--- src/core/scap_pkg.sv ---
// Shared constants and types of the scan chain access port
//
// Function
// - Response buffer is exactly seven bytes deep
// - Command buffer holds four to seven bytes
// - Multiplexer routes one of eight scan ports
// - Engine consumes commands, shifts, pushes response bytes
// - Returned scan clock paces every shift step
// - Scan inputs are synchronised before use
// - Status, select and identity never stall
// - Byte read waits until n bytes exist
// - Byte write waits until n bytes fit
// - Status reports available response byte count
// - Status reports queued command byte count
// - Read data is captured scan output only
// - Every command is one eight bit byte
// - Each port has a port enabled input
package scap_pkg;
    localparam int unsigned BYTE_W      = 8;
    localparam int unsigned ACC_W       = 32;
    localparam int unsigned ACC_BYTES   = 4;
    localparam int unsigned LEN_W       = 3;
    localparam int unsigned RESP_DEPTH  = 7;
    localparam int unsigned CMD_DEPTH   = 4;
    localparam int unsigned CMD_MAX     = 7;
    localparam int unsigned NUM_PORTS   = 8;
    localparam int unsigned SEL_W       = 3;
    localparam int unsigned CNT_W       = 3;
    // Command byte fields
    localparam int unsigned OPC_BIT     = 7;
    localparam int unsigned TDI_BIT     = 6;
    localparam int unsigned MARK_TOP    = 5;
    localparam int unsigned DLEN_W      = 4;
    localparam logic [2:0]  BIT_LAST    = 3'h7;
    // Identification value, arbitrary
    localparam logic [31:0] ID_VALUE    = 32'h0000_5A01;

    typedef enum logic [2:0] {
        SCAP_IDLE  = 3'b000,
        SCAP_FETCH = 3'b001,
        SCAP_SETUP = 3'b010,
        SCAP_RISE  = 3'b011,
        SCAP_FALL  = 3'b100,
        SCAP_PUSH  = 3'b101
    } scap_eng_t;
endpackage

--- src/core/scap_byte_if.sv ---
// Byte stream bundle between the access logic and a buffer
`timescale 1ns/1ps
`default_nettype none
interface scap_byte_if #(parameter int unsigned W = 8, parameter int unsigned CW = 3);
    logic [W-1:0]  wdata;
    logic          wvalid;
    logic          wready;
    logic [W-1:0]  rdata;
    logic          rvalid;
    logic          rready;
    logic [CW-1:0] count;
    modport fifo (input wdata, wvalid, rready, output wready, rdata, rvalid, count);
    modport user (output wdata, wvalid, rready, input wready, rdata, rvalid, count);
endinterface
`default_nettype wire

--- src/core/scap_top.sv ---
// Scan chain access port: byte buffers, serial engine, port multiplexer
`timescale 1ns/1ps
`default_nettype none
module scap_top
    import scap_pkg::*;
#(
    parameter int unsigned PORTS      = NUM_PORTS,
    parameter int unsigned CMD_BYTES  = CMD_DEPTH,
    parameter int unsigned RESP_BYTES = RESP_DEPTH
) (
    input  wire logic              ref_clk_i,
    input  wire logic              reset_i,
    input  wire logic              clk_en_i,
    // Byte write access from the debug port
    input  wire logic              bw_req_i,
    input  wire logic [LEN_W-1:0]  bw_len_i,
    input  wire logic [ACC_W-1:0]  bw_data_i,
    output logic                   bw_ack_o,
    // Byte read access from the debug port
    input  wire logic              br_req_i,
    input  wire logic [LEN_W-1:0]  br_len_i,
    output logic                   br_ack_o,
    output logic [ACC_W-1:0]       br_data_o,
    // Immediate control and status
    input  wire logic [SEL_W-1:0]  port_sel_i,
    output logic [CNT_W-1:0]       response_byte_count_o,
    output logic [CNT_W-1:0]       command_byte_count_o,
    output logic [PORTS-1:0]       port_status_reg_o,
    output logic [ACC_W-1:0]       identification_reg_o,
    output logic                   engine_busy_o,
    // Scan ports
    output logic [PORTS-1:0]       tck_o,
    output logic [PORTS-1:0]       tms_o,
    output logic [PORTS-1:0]       tdi_o,
    input  wire logic [PORTS-1:0]  tdo_i,
    input  wire logic [PORTS-1:0]  returned_scan_clock_i,
    input  wire logic [PORTS-1:0]  port_enabled_in_i
);

    initial
    begin
        if (PORTS < 1 || PORTS > NUM_PORTS)
            $error("scap_top: port count out of range");
        if (CMD_BYTES < ACC_BYTES || CMD_BYTES > CMD_MAX)
            $error("scap_top: command depth out of range");
        if (RESP_BYTES != RESP_DEPTH)
            $error("scap_top: response depth must be seven");
    end

    localparam logic [CNT_W-1:0] CMD_FULL = CNT_W'(CMD_BYTES);
    localparam logic [LEN_W-1:0] LEN_ONE  = LEN_W'(1);
    localparam logic [1:0]       IDX_ONE  = 2'h1;

    ////////////////////////////////////////////////////////////////////////
    // Byte buffers
    scap_byte_if #(.W(BYTE_W), .CW(CNT_W)) cmd_if ();
    scap_byte_if #(.W(BYTE_W), .CW(CNT_W)) rsp_if ();

    scap_fifo #(.WIDTH(BYTE_W), .DEPTH(CMD_BYTES), .CW(CNT_W)) u_cmd_fifo (
        .ref_clk_i (ref_clk_i),
        .reset_i   (reset_i),
        .clk_en_i  (clk_en_i),
        .bus       (cmd_if.fifo)
    );

    scap_fifo #(.WIDTH(BYTE_W), .DEPTH(RESP_BYTES), .CW(CNT_W)) u_rsp_fifo (
        .ref_clk_i (ref_clk_i),
        .reset_i   (reset_i),
        .clk_en_i  (clk_en_i),
        .bus       (rsp_if.fifo)
    );

    ////////////////////////////////////////////////////////////////////////
    // Two-flop synchronisers for every scan-side input
    logic [PORTS-1:0] tdo_s1_q;
    logic [PORTS-1:0] tdo_s2_q;
    logic [PORTS-1:0] rck_s1_q;
    logic [PORTS-1:0] rck_s2_q;
    logic [PORTS-1:0] pen_s1_q;
    logic [PORTS-1:0] pen_s2_q;

    // First stage feeds only the second stage
    always_ff @(posedge ref_clk_i or posedge reset_i)
    begin
        if (reset_i)
        begin
            tdo_s1_q <= '0;
            tdo_s2_q <= '0;
            rck_s1_q <= '0;
            rck_s2_q <= '0;
            pen_s1_q <= '0;
            pen_s2_q <= '0;
        end
        else if (clk_en_i)
        begin
            tdo_s1_q <= tdo_i;
            tdo_s2_q <= tdo_s1_q;
            rck_s1_q <= returned_scan_clock_i;
            rck_s2_q <= rck_s1_q;
            pen_s1_q <= port_enabled_in_i;
            pen_s2_q <= pen_s1_q;
        end
    end

    // Selected port view; a port above the count reads as disabled
    wire sel_ok   = (32'(port_sel_i) < PORTS);
    wire sel_en   = sel_ok && pen_s2_q[port_sel_i];
    wire sel_tdo  = sel_ok && tdo_s2_q[port_sel_i];
    wire sel_rck  = sel_ok && rck_s2_q[port_sel_i];

    ////////////////////////////////////////////////////////////////////////
    // Serial engine state
    scap_eng_t          st_q;
    scap_eng_t          st_d;
    logic [BYTE_W-1:0]  sh_q;
    logic [BYTE_W-1:0]  sh_d;
    logic [BYTE_W-1:0]  cap_q;
    logic [BYTE_W-1:0]  cap_d;
    logic [2:0]         bits_q;
    logic [2:0]         bits_d;
    logic [DLEN_W-1:0]  left_q;
    logic [DLEN_W-1:0]  left_d;
    logic               tmsm_q;
    logic               tmsm_d;
    logic               hold_q;
    logic               hold_d;
    logic               tck_q;
    logic               tck_d;
    logic               tms_q;
    logic               tms_d;
    logic               tdi_q;
    logic               tdi_d;

    // Length of a state-change packet from its marker bit
    wire [BYTE_W-1:0] cmd_b = cmd_if.rdata;
    logic [2:0] mlen;
    always_comb
    begin
        mlen = '0;
        for (int i = 0; i < MARK_TOP; i++)
            if (cmd_b[i+1])
                mlen = 3'(i + 1);
    end

    wire eng_take = (st_q == SCAP_IDLE || st_q == SCAP_FETCH) && sel_en;
    assign cmd_if.rready = eng_take;
    assign rsp_if.wvalid = (st_q == SCAP_PUSH);
    assign rsp_if.wdata  = cap_q;

    // Engine: each bit raises the clock, waits for the return clock,
    // samples, then lowers and waits again. A chain that never returns
    // its clock holds the engine here, which is why it has no timeout.
    always_comb
    begin
        st_d   = st_q;
        sh_d   = sh_q;
        cap_d  = cap_q;
        bits_d = bits_q;
        left_d = left_q;
        tmsm_d = tmsm_q;
        hold_d = hold_q;
        tck_d  = tck_q;
        tms_d  = tms_q;
        tdi_d  = tdi_q;
        case (st_q)
            SCAP_IDLE:
            begin
                if (eng_take && cmd_if.rvalid)
                begin
                    if (!cmd_b[OPC_BIT])
                    begin
                        tmsm_d = 1'b1;
                        hold_d = cmd_b[TDI_BIT];
                        sh_d   = cmd_b;
                        bits_d = mlen - LEN_ONE;
                        st_d   = (mlen != '0) ? SCAP_SETUP : SCAP_IDLE;
                    end
                    else
                    begin
                        tmsm_d = 1'b0;
                        left_d = cmd_b[DLEN_W-1:0];
                        st_d   = SCAP_FETCH;
                    end
                end
            end
            SCAP_FETCH:
            begin
                if (eng_take && cmd_if.rvalid)
                begin
                    sh_d   = cmd_b;
                    bits_d = BIT_LAST;
                    st_d   = SCAP_SETUP;
                end
            end
            // Mode and data settle a cycle before the clock rises, so the
            // chain never sees them change on its sampling edge
            SCAP_SETUP:
            begin
                tms_d = tmsm_q & sh_q[0];
                tdi_d = tmsm_q ? hold_q : sh_q[0];
                st_d  = SCAP_RISE;
            end
            SCAP_RISE:
            begin
                tck_d = 1'b1;
                if (tck_q && sel_rck)
                begin
                    cap_d = {sel_tdo, cap_q[BYTE_W-1:1]};
                    tck_d = 1'b0;
                    st_d  = SCAP_FALL;
                end
            end
            SCAP_FALL:
            begin
                if (!sel_rck)
                begin
                    sh_d = sh_q >> 1;
                    if (bits_q != '0)
                    begin
                        bits_d = bits_q - 1'b1;
                        st_d   = SCAP_SETUP;
                    end
                    else
                        st_d = tmsm_q ? SCAP_IDLE : SCAP_PUSH;
                end
            end
            SCAP_PUSH:
            begin
                if (rsp_if.wready)
                begin
                    left_d = left_q - 1'b1;
                    st_d   = (left_q == '0) ? SCAP_IDLE : SCAP_FETCH;
                end
            end
            default:
                st_d = SCAP_IDLE;
        endcase
    end

    always_ff @(posedge ref_clk_i or posedge reset_i)
    begin
        if (reset_i)
        begin
            st_q   <= SCAP_IDLE;
            sh_q   <= '0;
            cap_q  <= '0;
            bits_q <= '0;
            left_q <= '0;
            tmsm_q <= 1'b0;
            hold_q <= 1'b0;
            tck_q  <= 1'b0;
            tms_q  <= 1'b0;
            tdi_q  <= 1'b0;
        end
        else if (clk_en_i)
        begin
            st_q   <= st_d;
            sh_q   <= sh_d;
            cap_q  <= cap_d;
            bits_q <= bits_d;
            left_q <= left_d;
            tmsm_q <= tmsm_d;
            hold_q <= hold_d;
            tck_q  <= tck_d;
            tms_q  <= tms_d;
            tdi_q  <= tdi_d;
        end
    end

    ////////////////////////////////////////////////////////////////////////
    // Port multiplexer: unselected ports rest with clock and data low
    genvar p;
    generate
        for (p = 0; p < PORTS; p++)
        begin : g_port
            wire hit = (32'(port_sel_i) == p);
            always_ff @(posedge ref_clk_i or posedge reset_i)
            begin
                if (reset_i)
                begin
                    tck_o[p] <= 1'b0;
                    tms_o[p] <= 1'b0;
                    tdi_o[p] <= 1'b0;
                end
                else if (clk_en_i)
                begin
                    tck_o[p] <= hit & tck_q;
                    tms_o[p] <= hit & tms_q;
                    tdi_o[p] <= hit & tdi_q;
                end
            end
        end
    endgenerate

    ////////////////////////////////////////////////////////////////////////
    // Byte write access: starts only when every byte fits, so the
    // pushes that follow never meet a full buffer
    logic              bw_busy_q;
    logic [LEN_W-1:0]  bw_left_q;
    logic [ACC_W-1:0]  bw_buf_q;

    wire [CNT_W-1:0] cmd_free = CMD_FULL - cmd_if.count;
    wire bw_len_ok  = (bw_len_i != '0) && (32'(bw_len_i) <= ACC_BYTES);
    wire bw_start   = bw_req_i && !bw_busy_q && !bw_ack_o && bw_len_ok
                      && (bw_len_i <= LEN_W'(cmd_free));
    wire bw_push    = bw_busy_q && cmd_if.wready;
    assign cmd_if.wvalid = bw_busy_q;
    assign cmd_if.wdata  = bw_buf_q[BYTE_W-1:0];

    always_ff @(posedge ref_clk_i or posedge reset_i)
    begin
        if (reset_i)
        begin
            bw_busy_q <= 1'b0;
            bw_left_q <= '0;
            bw_buf_q  <= '0;
            bw_ack_o  <= 1'b0;
        end
        else if (clk_en_i)
        begin
            bw_ack_o <= bw_push && (bw_left_q == LEN_ONE);
            if (bw_start)
            begin
                bw_busy_q <= 1'b1;
                bw_left_q <= bw_len_i;
                bw_buf_q  <= bw_data_i;
            end
            else if (bw_push)
            begin
                bw_buf_q  <= bw_buf_q >> BYTE_W;
                bw_left_q <= bw_left_q - LEN_ONE;
                bw_busy_q <= (bw_left_q != LEN_ONE);
            end
        end
    end

    ////////////////////////////////////////////////////////////////////////
    // Byte read access: starts only when n bytes are present
    logic              br_busy_q;
    logic [LEN_W-1:0]  br_left_q;
    logic [1:0]        br_idx_q;
    logic [ACC_W-1:0]  br_acc_q;
    logic [ACC_W-1:0]  br_acc_d;

    wire br_len_ok = (br_len_i != '0) && (32'(br_len_i) <= ACC_BYTES);
    wire br_start  = br_req_i && !br_busy_q && !br_ack_o && br_len_ok
                     && (br_len_i <= LEN_W'(rsp_if.count));
    wire br_pop    = br_busy_q && rsp_if.rvalid;
    assign rsp_if.rready = br_busy_q;

    // Oldest byte lands in the lowest lane
    always_comb
    begin
        br_acc_d = br_acc_q;
        br_acc_d[BYTE_W*br_idx_q +: BYTE_W] = rsp_if.rdata;
    end

    always_ff @(posedge ref_clk_i or posedge reset_i)
    begin
        if (reset_i)
        begin
            br_busy_q <= 1'b0;
            br_left_q <= '0;
            br_idx_q  <= '0;
            br_acc_q  <= '0;
            br_ack_o  <= 1'b0;
            br_data_o <= '0;
        end
        else if (clk_en_i)
        begin
            br_ack_o <= br_pop && (br_left_q == LEN_ONE);
            if (br_start)
            begin
                br_busy_q <= 1'b1;
                br_left_q <= br_len_i;
                br_idx_q  <= '0;
                br_acc_q  <= '0;
            end
            else if (br_pop)
            begin
                br_acc_q  <= br_acc_d;
                br_idx_q  <= br_idx_q + IDX_ONE;
                br_left_q <= br_left_q - LEN_ONE;
                br_busy_q <= (br_left_q != LEN_ONE);
                if (br_left_q == LEN_ONE)
                    br_data_o <= br_acc_d;
            end
        end
    end

    ////////////////////////////////////////////////////////////////////////
    // Status mirrors, refreshed every cycle without any scan traffic
    always_ff @(posedge ref_clk_i or posedge reset_i)
    begin
        if (reset_i)
        begin
            response_byte_count_o <= '0;
            command_byte_count_o  <= '0;
            port_status_reg_o     <= '0;
            identification_reg_o  <= '0;
            engine_busy_o         <= 1'b0;
        end
        else if (clk_en_i)
        begin
            response_byte_count_o <= rsp_if.count;
            command_byte_count_o  <= cmd_if.count;
            port_status_reg_o     <= pen_s2_q;
            identification_reg_o  <= ID_VALUE;
            engine_busy_o         <= (st_q != SCAP_IDLE);
        end
    end

endmodule // scap_top
`default_nettype wire

--- src/core/scap_fifo.sv ---
// Byte buffer with valid and ready on both sides
`timescale 1ns/1ps
`default_nettype none
module scap_fifo #(
    parameter int unsigned WIDTH = 8,
    parameter int unsigned DEPTH = 8,
    parameter int unsigned CW    = 4
) (
    input  wire logic    ref_clk_i,
    input  wire logic    reset_i,
    input  wire logic    clk_en_i,
    scap_byte_if.fifo    bus
);
    localparam int unsigned PW = (DEPTH > 1) ? $clog2(DEPTH) : 1;
    localparam logic [PW-1:0] PTR_LAST = PW'(DEPTH - 1);
    localparam logic [CW-1:0] CNT_FULL = CW'(DEPTH);

    initial
    begin
        if (DEPTH < 2 || (1 << CW) <= DEPTH)
            $error("scap_fifo: depth or count width unusable");
    end

    logic [WIDTH-1:0] mem_q [DEPTH];
    logic [PW-1:0]    wr_ptr_q;
    logic [PW-1:0]    rd_ptr_q;
    logic [CW-1:0]    count_q;

    ////////////////////////////////////////////////////////////////////////
    // Handshake terms; full and empty come straight from the count
    wire do_push = bus.wvalid && bus.wready && clk_en_i;
    wire do_pop  = bus.rvalid && bus.rready && clk_en_i;
    assign bus.wready = (count_q != CNT_FULL);
    assign bus.rvalid = (count_q != '0);
    assign bus.rdata  = mem_q[rd_ptr_q];
    assign bus.count  = count_q;

    // Storage carries no reset, only pointers and count do
    always_ff @(posedge ref_clk_i)
    begin
        if (do_push)
            mem_q[wr_ptr_q] <= bus.wdata;
    end

    // Pointers wrap at the depth, which need not be a power of two
    always_ff @(posedge ref_clk_i or posedge reset_i)
    begin
        if (reset_i)
        begin
            wr_ptr_q <= '0;
            rd_ptr_q <= '0;
            count_q  <= '0;
        end
        else
        begin
            if (do_push)
                wr_ptr_q <= (wr_ptr_q == PTR_LAST) ? '0 : wr_ptr_q + 1'b1;
            if (do_pop)
                rd_ptr_q <= (rd_ptr_q == PTR_LAST) ? '0 : rd_ptr_q + 1'b1;
            if (do_push && !do_pop)
                count_q <= count_q + 1'b1;
            else if (do_pop && !do_push)
                count_q <= count_q - 1'b1;
        end
    end
endmodule // scap_fifo
`default_nettype wire

--- config.mk ---
export PLATFORM = sky130hd
export DESIGN_NAME = scap_top
export DESIGN_NICKNAME = d
export VERILOG_FILES = /design/src/core/scap_pkg.sv /design/src/core/scap_byte_if.sv /design/src/core/scap_top.sv /design/src/core/scap_fifo.sv
export SDC_FILE = /design/constraint.sdc
export NUM_CORES = 1
export LEC_CHECK = 0
export ABC_CLOCK_PERIOD_IN_PS = 9860
export BUFFER_PORTS_ARGS = -buffer_cell sky130_fd_sc_hd__buf_2
export CAP_MARGIN = 20
export CORE_AREA = 5 5 172 174
export CTS_BUF_LIST = sky130_fd_sc_hd__clkbuf_2 sky130_fd_sc_hd__clkbuf_4 sky130_fd_sc_hd__clkbuf_8
export CTS_CLUSTER_SIZE = 30
export DETAILED_ROUTE_END_ITERATION = 8
export DIE_AREA = 0 0 177 179
export GPL_ROUTABILITY_DRIVEN = 0
export PLACE_DENSITY = 0.75
export SETUP_SLACK_MARGIN = 0.15
export SLEW_MARGIN = 20
export SYNTH_ARGS = -nofsm -noshare
export SYNTH_HDL_FRONTEND = slang
export SYNTH_HIERARCHICAL = 1
export SYNTH_SLANG_ARGS = --single-unit
--- constraint.sdc ---
create_clock -name ref_clk_i -period 9.86 [get_ports ref_clk_i]
set_input_delay 1.972 -clock ref_clk_i [delete_from_list [all_inputs] [get_ports ref_clk_i]]
set_output_delay 1.972 -clock ref_clk_i [all_outputs]
set_load 0.05 [all_outputs]
Word-level counts from Yosys, hierarchy flattened:

Memories as Yosys holds them, arrays and structs flattened.
Index checks and enable logic that the tools add are counted.

* flip-flop bits (word level): 243
* memory bits (writable): 88
* memories kept: 2

* $add $sub $neg: 16
* order comparisons: 5
* equality and inequality tests: 30
* shift operators: 2
* multiplexer cells: 67
* bitwise operators: 27
* reduce and logical (&&, ||, !) cells: 63

Memories
* u_rsp_fifo.mem_q: depth 7, bits a word 8, rd ports 1, clocked after Yosys merged registers in 0, write ports 1, line scap_fifo.sv:24 `logic [WIDTH-1:0] mem_q [DEPTH];`
* u_cmd_fifo.mem_q: depth 4, bits a word 8, rd ports 1, clocked after Yosys merged registers in 0, write ports 1, line scap_fifo.sv:24

Operator list (count)
* $mux 32: 4
* $mux 3: 26
* $neg 5->34: 1
* $shift 8x34->32 const A: 1
* $shiftx 8x34->32: 1
* $bwmux 32: 1
* $mux 8: 4
* $logic_and 1x1->1: 26
* $and 1x1->1: 25
* $eq 3x3->1 const B: 8
* $pmux 8 s3: 1
* $reduce_bool 3->1: 8
* $pmux 3 s6: 1
* $sub 3x1->3 const B: 6
* $mux 1: 16
* $add 3x1->3 const B: 4
* $eq 3x1->1 const B: 4
* $eq 3x2->1 const B: 4
* $mux 2: 6
* $mux 4: 3
* $ne 2x2->1 const B: 6
* $reduce_and 6->1: 2
* $reduce_bool 2->1: 5
* $bmux 1 s3: 3
* other kinds (22): 44

Depth between registers and ports, before layout:

An unclocked memory read counts as a cell.

* depth after elaboration: 11
* gate-level depth with buffers: 12

Cells and area by module:

The synthesis kept the hierarchy.

Modules (own cells, without submodules)
* scap_top: instances 1, cells each 947, area an instance 10725.3 µm²
* scap_fifo at u_rsp_fifo: instances 1, cells each 178, area an instance 2691.3 µm²
* scap_fifo at u_cmd_fifo: instances 1, cells each 81, area an instance 1610.3 µm²

Least setup slack after synthesis:

Ideal clock, no wire load.

* path kind: in2reg
* start: input port port_sel_i[1]
* end: register u_cmd_fifo.count_q[1] (netlist: u_cmd_fifo/bus.count[1])
* arrival time: 3765 ps
* path slack: 5970 ps
* cell stages on the path: 10
* path buffers: 2
* path through: buf_6 > buf_8 > mux2i_1 > a22oi_2 > and4_1 > nand3_4 > ha_1 > inv_1 > fa_1 > mux2_2

* word-level cells in the longest chain between the ends: 8
* elaborated cells on any way between the ends: 10
* those cells by class: mux (3); reduce/logical (7)

RTL lines
* start: declaration: line scap_top.sv:25 `input wire logic [SEL_W-1:0] port_sel_i,`
* $bmux 1 s3 *: line scap_top.sv:107 `wire sel_en = sel_ok && pen_s2_q[port_sel_i];`
* $mux 1 (implied by the code) *: line scap_top.sv:107
* $logic_and 1x1->1 *: line scap_top.sv:145 `wire eng_take = (st_q == SCAP_IDLE || st_q == SCAP_FETCH) && sel_en;`
* net cmd_if.rready: line scap_byte_if.sv:10 `logic rready;`
* $logic_and 1x1->1 * (2 in a row): line scap_fifo.sv:32 `wire do_pop = bus.rvalid && bus.rready && clk_en_i;`
* $logic_not 1->1: line scap_fifo.sv:60 `if (do_push && !do_pop)`
* $logic_and 1x1->1: line scap_fifo.sv:60
* $mux 3 / $reduce_bool 2->1 (equally long branches)
* end signal: assignment: line scap_fifo.sv:61 `count_q <= count_q + 1'b1;`
* end signal: assignment: line scap_fifo.sv:63 `count_q <= count_q - 1'b1;`
* end: declaration: line scap_fifo.sv:27 `logic [CW-1:0] count_q;`

Mark *: on every way through the listed nets, which the timed path passes. The rest lies on a longest branch. The select of a mux whose other input is x is not followed.
A chain may end at the register's enable or synchronous reset.

Final worst setup path:

* start: input port bw_len_i[1]
* end: register bw_buf_q[1]

* word-level cells in the longest chain between the ends: 6
* elaborated cells on any way between the ends: 9
* those cells by class: order compare (2); mux (1); reduce/logical (6)

RTL lines
* start: declaration: line scap_top.sv:16 `input wire logic [LEN_W-1:0] bw_len_i,`
* $le 3x3->1 / $reduce_bool 3->1 (equally long branches): line scap_top.sv:303 `wire bw_len_ok = (bw_len_i != '0) && (32'(bw_len_i) <= ACC_BYTES);`
* $logic_and 1x1->1: line scap_top.sv:303
* $logic_and 1x1->1: line scap_top.sv:304 `wire bw_start = bw_req_i && !bw_busy_q && !bw_ack_o && bw_len_ok`
* $logic_and 1x1->1 *: line scap_top.sv:305 `&& (bw_len_i <= LEN_W'(cmd_free));`
* $reduce_bool 2->1 (no line)
* $reduce_and 2->1 (no line)
* end signal: assignment: line scap_top.sv:326 `bw_buf_q <= bw_data_i;`
* end signal: assignment: line scap_top.sv:330 `bw_buf_q <= bw_buf_q >> BYTE_W;`
* end: declaration: line scap_top.sv:300 `logic [ACC_W-1:0] bw_buf_q;`

Mark *: on every way between the ends. The rest lies on a longest branch, timed or not.

==> summary.md <==
| Metric | Value |
|---|---|
| Status | completed |
| Non-filler cells, final | 1771 |
| CP peak stage delay | 0.38 ns |
| Global route hottest layer | met2 |
| Final Max Slew Viols | 0 |
| Leak | 7.50 nW |
| Final Hold Viols | 0 |
| Number of synthesized register bits | 331 |
| Logic pwr share | 34.2% |
| Worst hold path type | reg -> reg |
| RSZ-0062 raised after global routing | false |
| Row cnt | 61 |
| Most frequent cells in the layout | 243 x dfrtp_1, 147 x buf_2, 126 x mux2_2, 96 x o21ai_0, 88 x edfxtp_1 |
| First-pass GRT wire length | 49.5 mm |
| Syn_area_per_cell | 12.5 um2 |
| Placed cells | 1675 |
| Fillers | 2165 |
| Number of max-cap violations | 0 |
| Port bufs | around 150 |
| Pin count of the biggest net entering global routing | between 150 and 200 |
| Total gr overflow | 0 |
| Core Util, Final | 61.7% |
| Worst path arrival time | 4.08 ns |
| Fin worst setup slack | 6.23 ns |
| Vias in the first global route | 9631 |
| Slew margin rel. | between 20 and 30% |
| Worst hold start | br_data_o[3] |
| Cell mode on critical path | buf_4 |
| # IOs | 175 |
| Synth Warn # | 6 |
| Slew @ Worst Pin | 1.08 ns |
| Fin crit period | ~3.6 ns |
| Cell area power density | roughly 290 nW/um2 |
| Layout cells sized above 1 | 30.2% |
| Synthesized cell area | 15000 um2 |
| Startpoint Class | input pin |
| Reg clk slew, reported paths | 0.06 ns |
| Crit end category | register |
| Post-CTS Setup Inserts | 0 |
| Setup Viol. Count Final | 0 |
| Sequential fraction of the synthesis area | around three fifths |
| NetSw | 1.78 mW |
| Die Span Y | roughly 180 um |
| Achievable Freq | 0.275 GHz |
| Core Footprint | 27600 um2 |
| Hold-fix buffer count after cts | 0 |
| Flop pwr share | 41.5% |
| Total power of the final layout | 4.87 mW |
| Fin crit share | 36.8% |
| Starting Density | 54.4% |
| Cells along the critical path | buf_2, ha_1, nor2b_1, o21ai_0, a32oi_1, nor2_2, buf_4, o21ai_2, buf_4, mux2_2 |
| Clk_skew | 0.0350 ns |
| Per-cell routed wire length | 17.1 um |
| Dpl ws | 5.57 ns |
| Internal power | just over 3 mW |
| CTS tree | built |
| Clock network power share | between 20% and 30% |
| Crit path launch | bw_len_i[1] |
| Async SR Flop Fraction | 73.4% |
| Vias post-DR | 9620 |
| ANT nets after route | 0 |
| Worst-Skew Late Latency | 0.58 ns |
| Synth-to-layout area growth | 13.4% |
| Post-CTS resize count | 0 |
| Clock Path Buffers | 3 |
| R2r startpoint | u_cmd_fifo/bus.count[0] |
| Switching Share | 36.6% |
| Vias per std cell | 5.43 |
| Worst-path fanout max | 34 |
| Worst Path Required | 10.31 ns |
| Root Driver | clkbuf_8 |
| EDFF count, synth | a little under 90 |
| Total routed wirelength | just over 30 mm |
| # DRC | 0 |
| Initial antenna violation count | 1 |
| Hpwl dp | 20.5 mm |
| Netlist cell types | 70 |
| Top FF cell, synth | dfrtp_1 |
| Gr usage total | 19.2% |
| Met3 usage | ~5.3% |
| Diode count | 0 |
| DR pass1 iterations | 5 |
| Post-synthesis cell count | 1206 |
| Die Width | 177 um |
| Sink Count | 331 |
| Final net count | 1449 |
| M1 GR Usage | between 20% and 30% |
| H-tree level count | 2 |
| Clock buffer count from CTS | 51 |
| Worst Path Class, Setup | in -> reg |
| Worst path slowest cell | buf_4 |
| Met2 Use GR | 31.6% |
| Initial DRC Count | roughly 580 |
| Total die area | 31700 um2 |
| Setup Total Neg Slack | 0 ns |
| Worst VDD drop | 0.227 mV |
| Commonest non-fill, non-tap cell in the layout | dfrtp_1 |
-- power by group through the flow --
stage	clock network (mW)	logic (mW)	registers [mW]
after floorplan	0	1.19	2.10
after global placement	0	1.62	2.03
after detailed placement	0	1.66	2.04
after CTS	1.21	1.67	2.02
after global routing	1.28	1.83	2.07
final	1.18	1.66	2.02
-- flip-flops by register name (all words and copies together), names as in the netlist, 4 cells and up --
| name | flops |
|---|---|
| u_rsp_fifo/mem_q | 56 |
| br_acc_q | 32 |
| br_data_o | 32 |
| bw_buf_q | 32 |
| u_cmd_fifo/mem_q | 32 |
| cap_q | 8 |
| pen_s1_q | 8 |
| pen_s2_q | 8 |
| port_status_reg_o | 8 |
| rck_s1_q | 8 |
| rck_s2_q | 8 |
| sh_q | 8 |
| tck_o | 8 |
| tdi_o | 8 |
| tdo_s1_q | 8 |
| tdo_s2_q | 8 |
| tms_o | 8 |
| left_q | 4 |
-- cells by family (layout without fill, tap and decap cells) --
| family | after synthesis | after routing | share of synthesized area, % |
|---|---|---|---|
| compound gates | 266 | 266 | 11.4 |
| xor+xnor | 10 | 10 | 0.583 |
| other cells | 1 | 27 | 0.0250 |
| flops | 331 | 331 | 58.1 |
| fa+ha+maj | 28 | 28 | 2.43 |
| simple gates | 231 | 231 | 8.40 |
| mux | 176 | 176 | 13.7 |
| buf+inv | 163 | 324 | 5.40 |
-- worst paths after layout --
check	to	slack, ns	depth (start not counted)
worst max-delay path	bw_buf_q[1]	6.23	10
worst min-delay path	br_data_o[3]	0.47	2
worst max register to register	bw_buf_q[1]	6.84	12
worst min register to register	br_data_o[3]	0.47	2
max in group asynchronous	br_left_q[2]	6.86	3
min in group asynchronous	u_cmd_fifo/rd_ptr_q[1]	1.39	2
-- area by class of cell --
type,instances,area (um2),share of cell area (%)
sequential,331,8720,51.2
multi-input combinational,738,5630,33.1
timing repair buffer,166,891,5.23
clock buffer,72,885,5.19
tap,378,473,2.77
inverter,63,249,1.46
clock inverter,23,190,1.12
-- critical path: cells and delay by family --
| kind | cells | cell delay, ns |
|---|---|---|
| muxes | 1 | 0.38 |
| and+or+nand+nor | 2 | 0.17 |
| adders and majority gates | 1 | 0.29 |
| buffers and inverters | 3 | 0.74 |
| AOI/OAI and AO/OA | 3 | 0.50 |
-- layer usage --
layer  routed length, um  part of all wire [%]
met5                   7                 0.023
met4                 597                   2.0
met3                2310                   7.6
met2               14500                    48
met1               12900                    43
-- synthesized netlist by cell type (all sizes together), types with 35 or more instances --
| library cell | count | area [um2] |
|---|---|---|
| a21oi | 62 | 329 |
| a22o | 43 | 377 |
| buf | 64 | 440 |
| clkbuf | 36 | 135 |
| dfrtp | 243 | 6080 |
| edfxtp | 88 | 2640 |
| inv | 63 | 236 |
| mux2 | 131 | 1490 |
| mux2i | 35 | 350 |
| nand2 | 59 | 224 |
| nor2b | 52 | 325 |
| o21ai | 99 | 503 |
-- through the flow --
stage / hold WS (ns) / area (um2)
after global placement: 0.457 / 15900
after global routing: 0.493 / 17000
after floorplan: 0.458 / 15100
after detailed placement: 0.466 / 15900
final: 0.472 / 17000
after CTS: 0.479 / 17000
(Power assumes the default switching activity.)
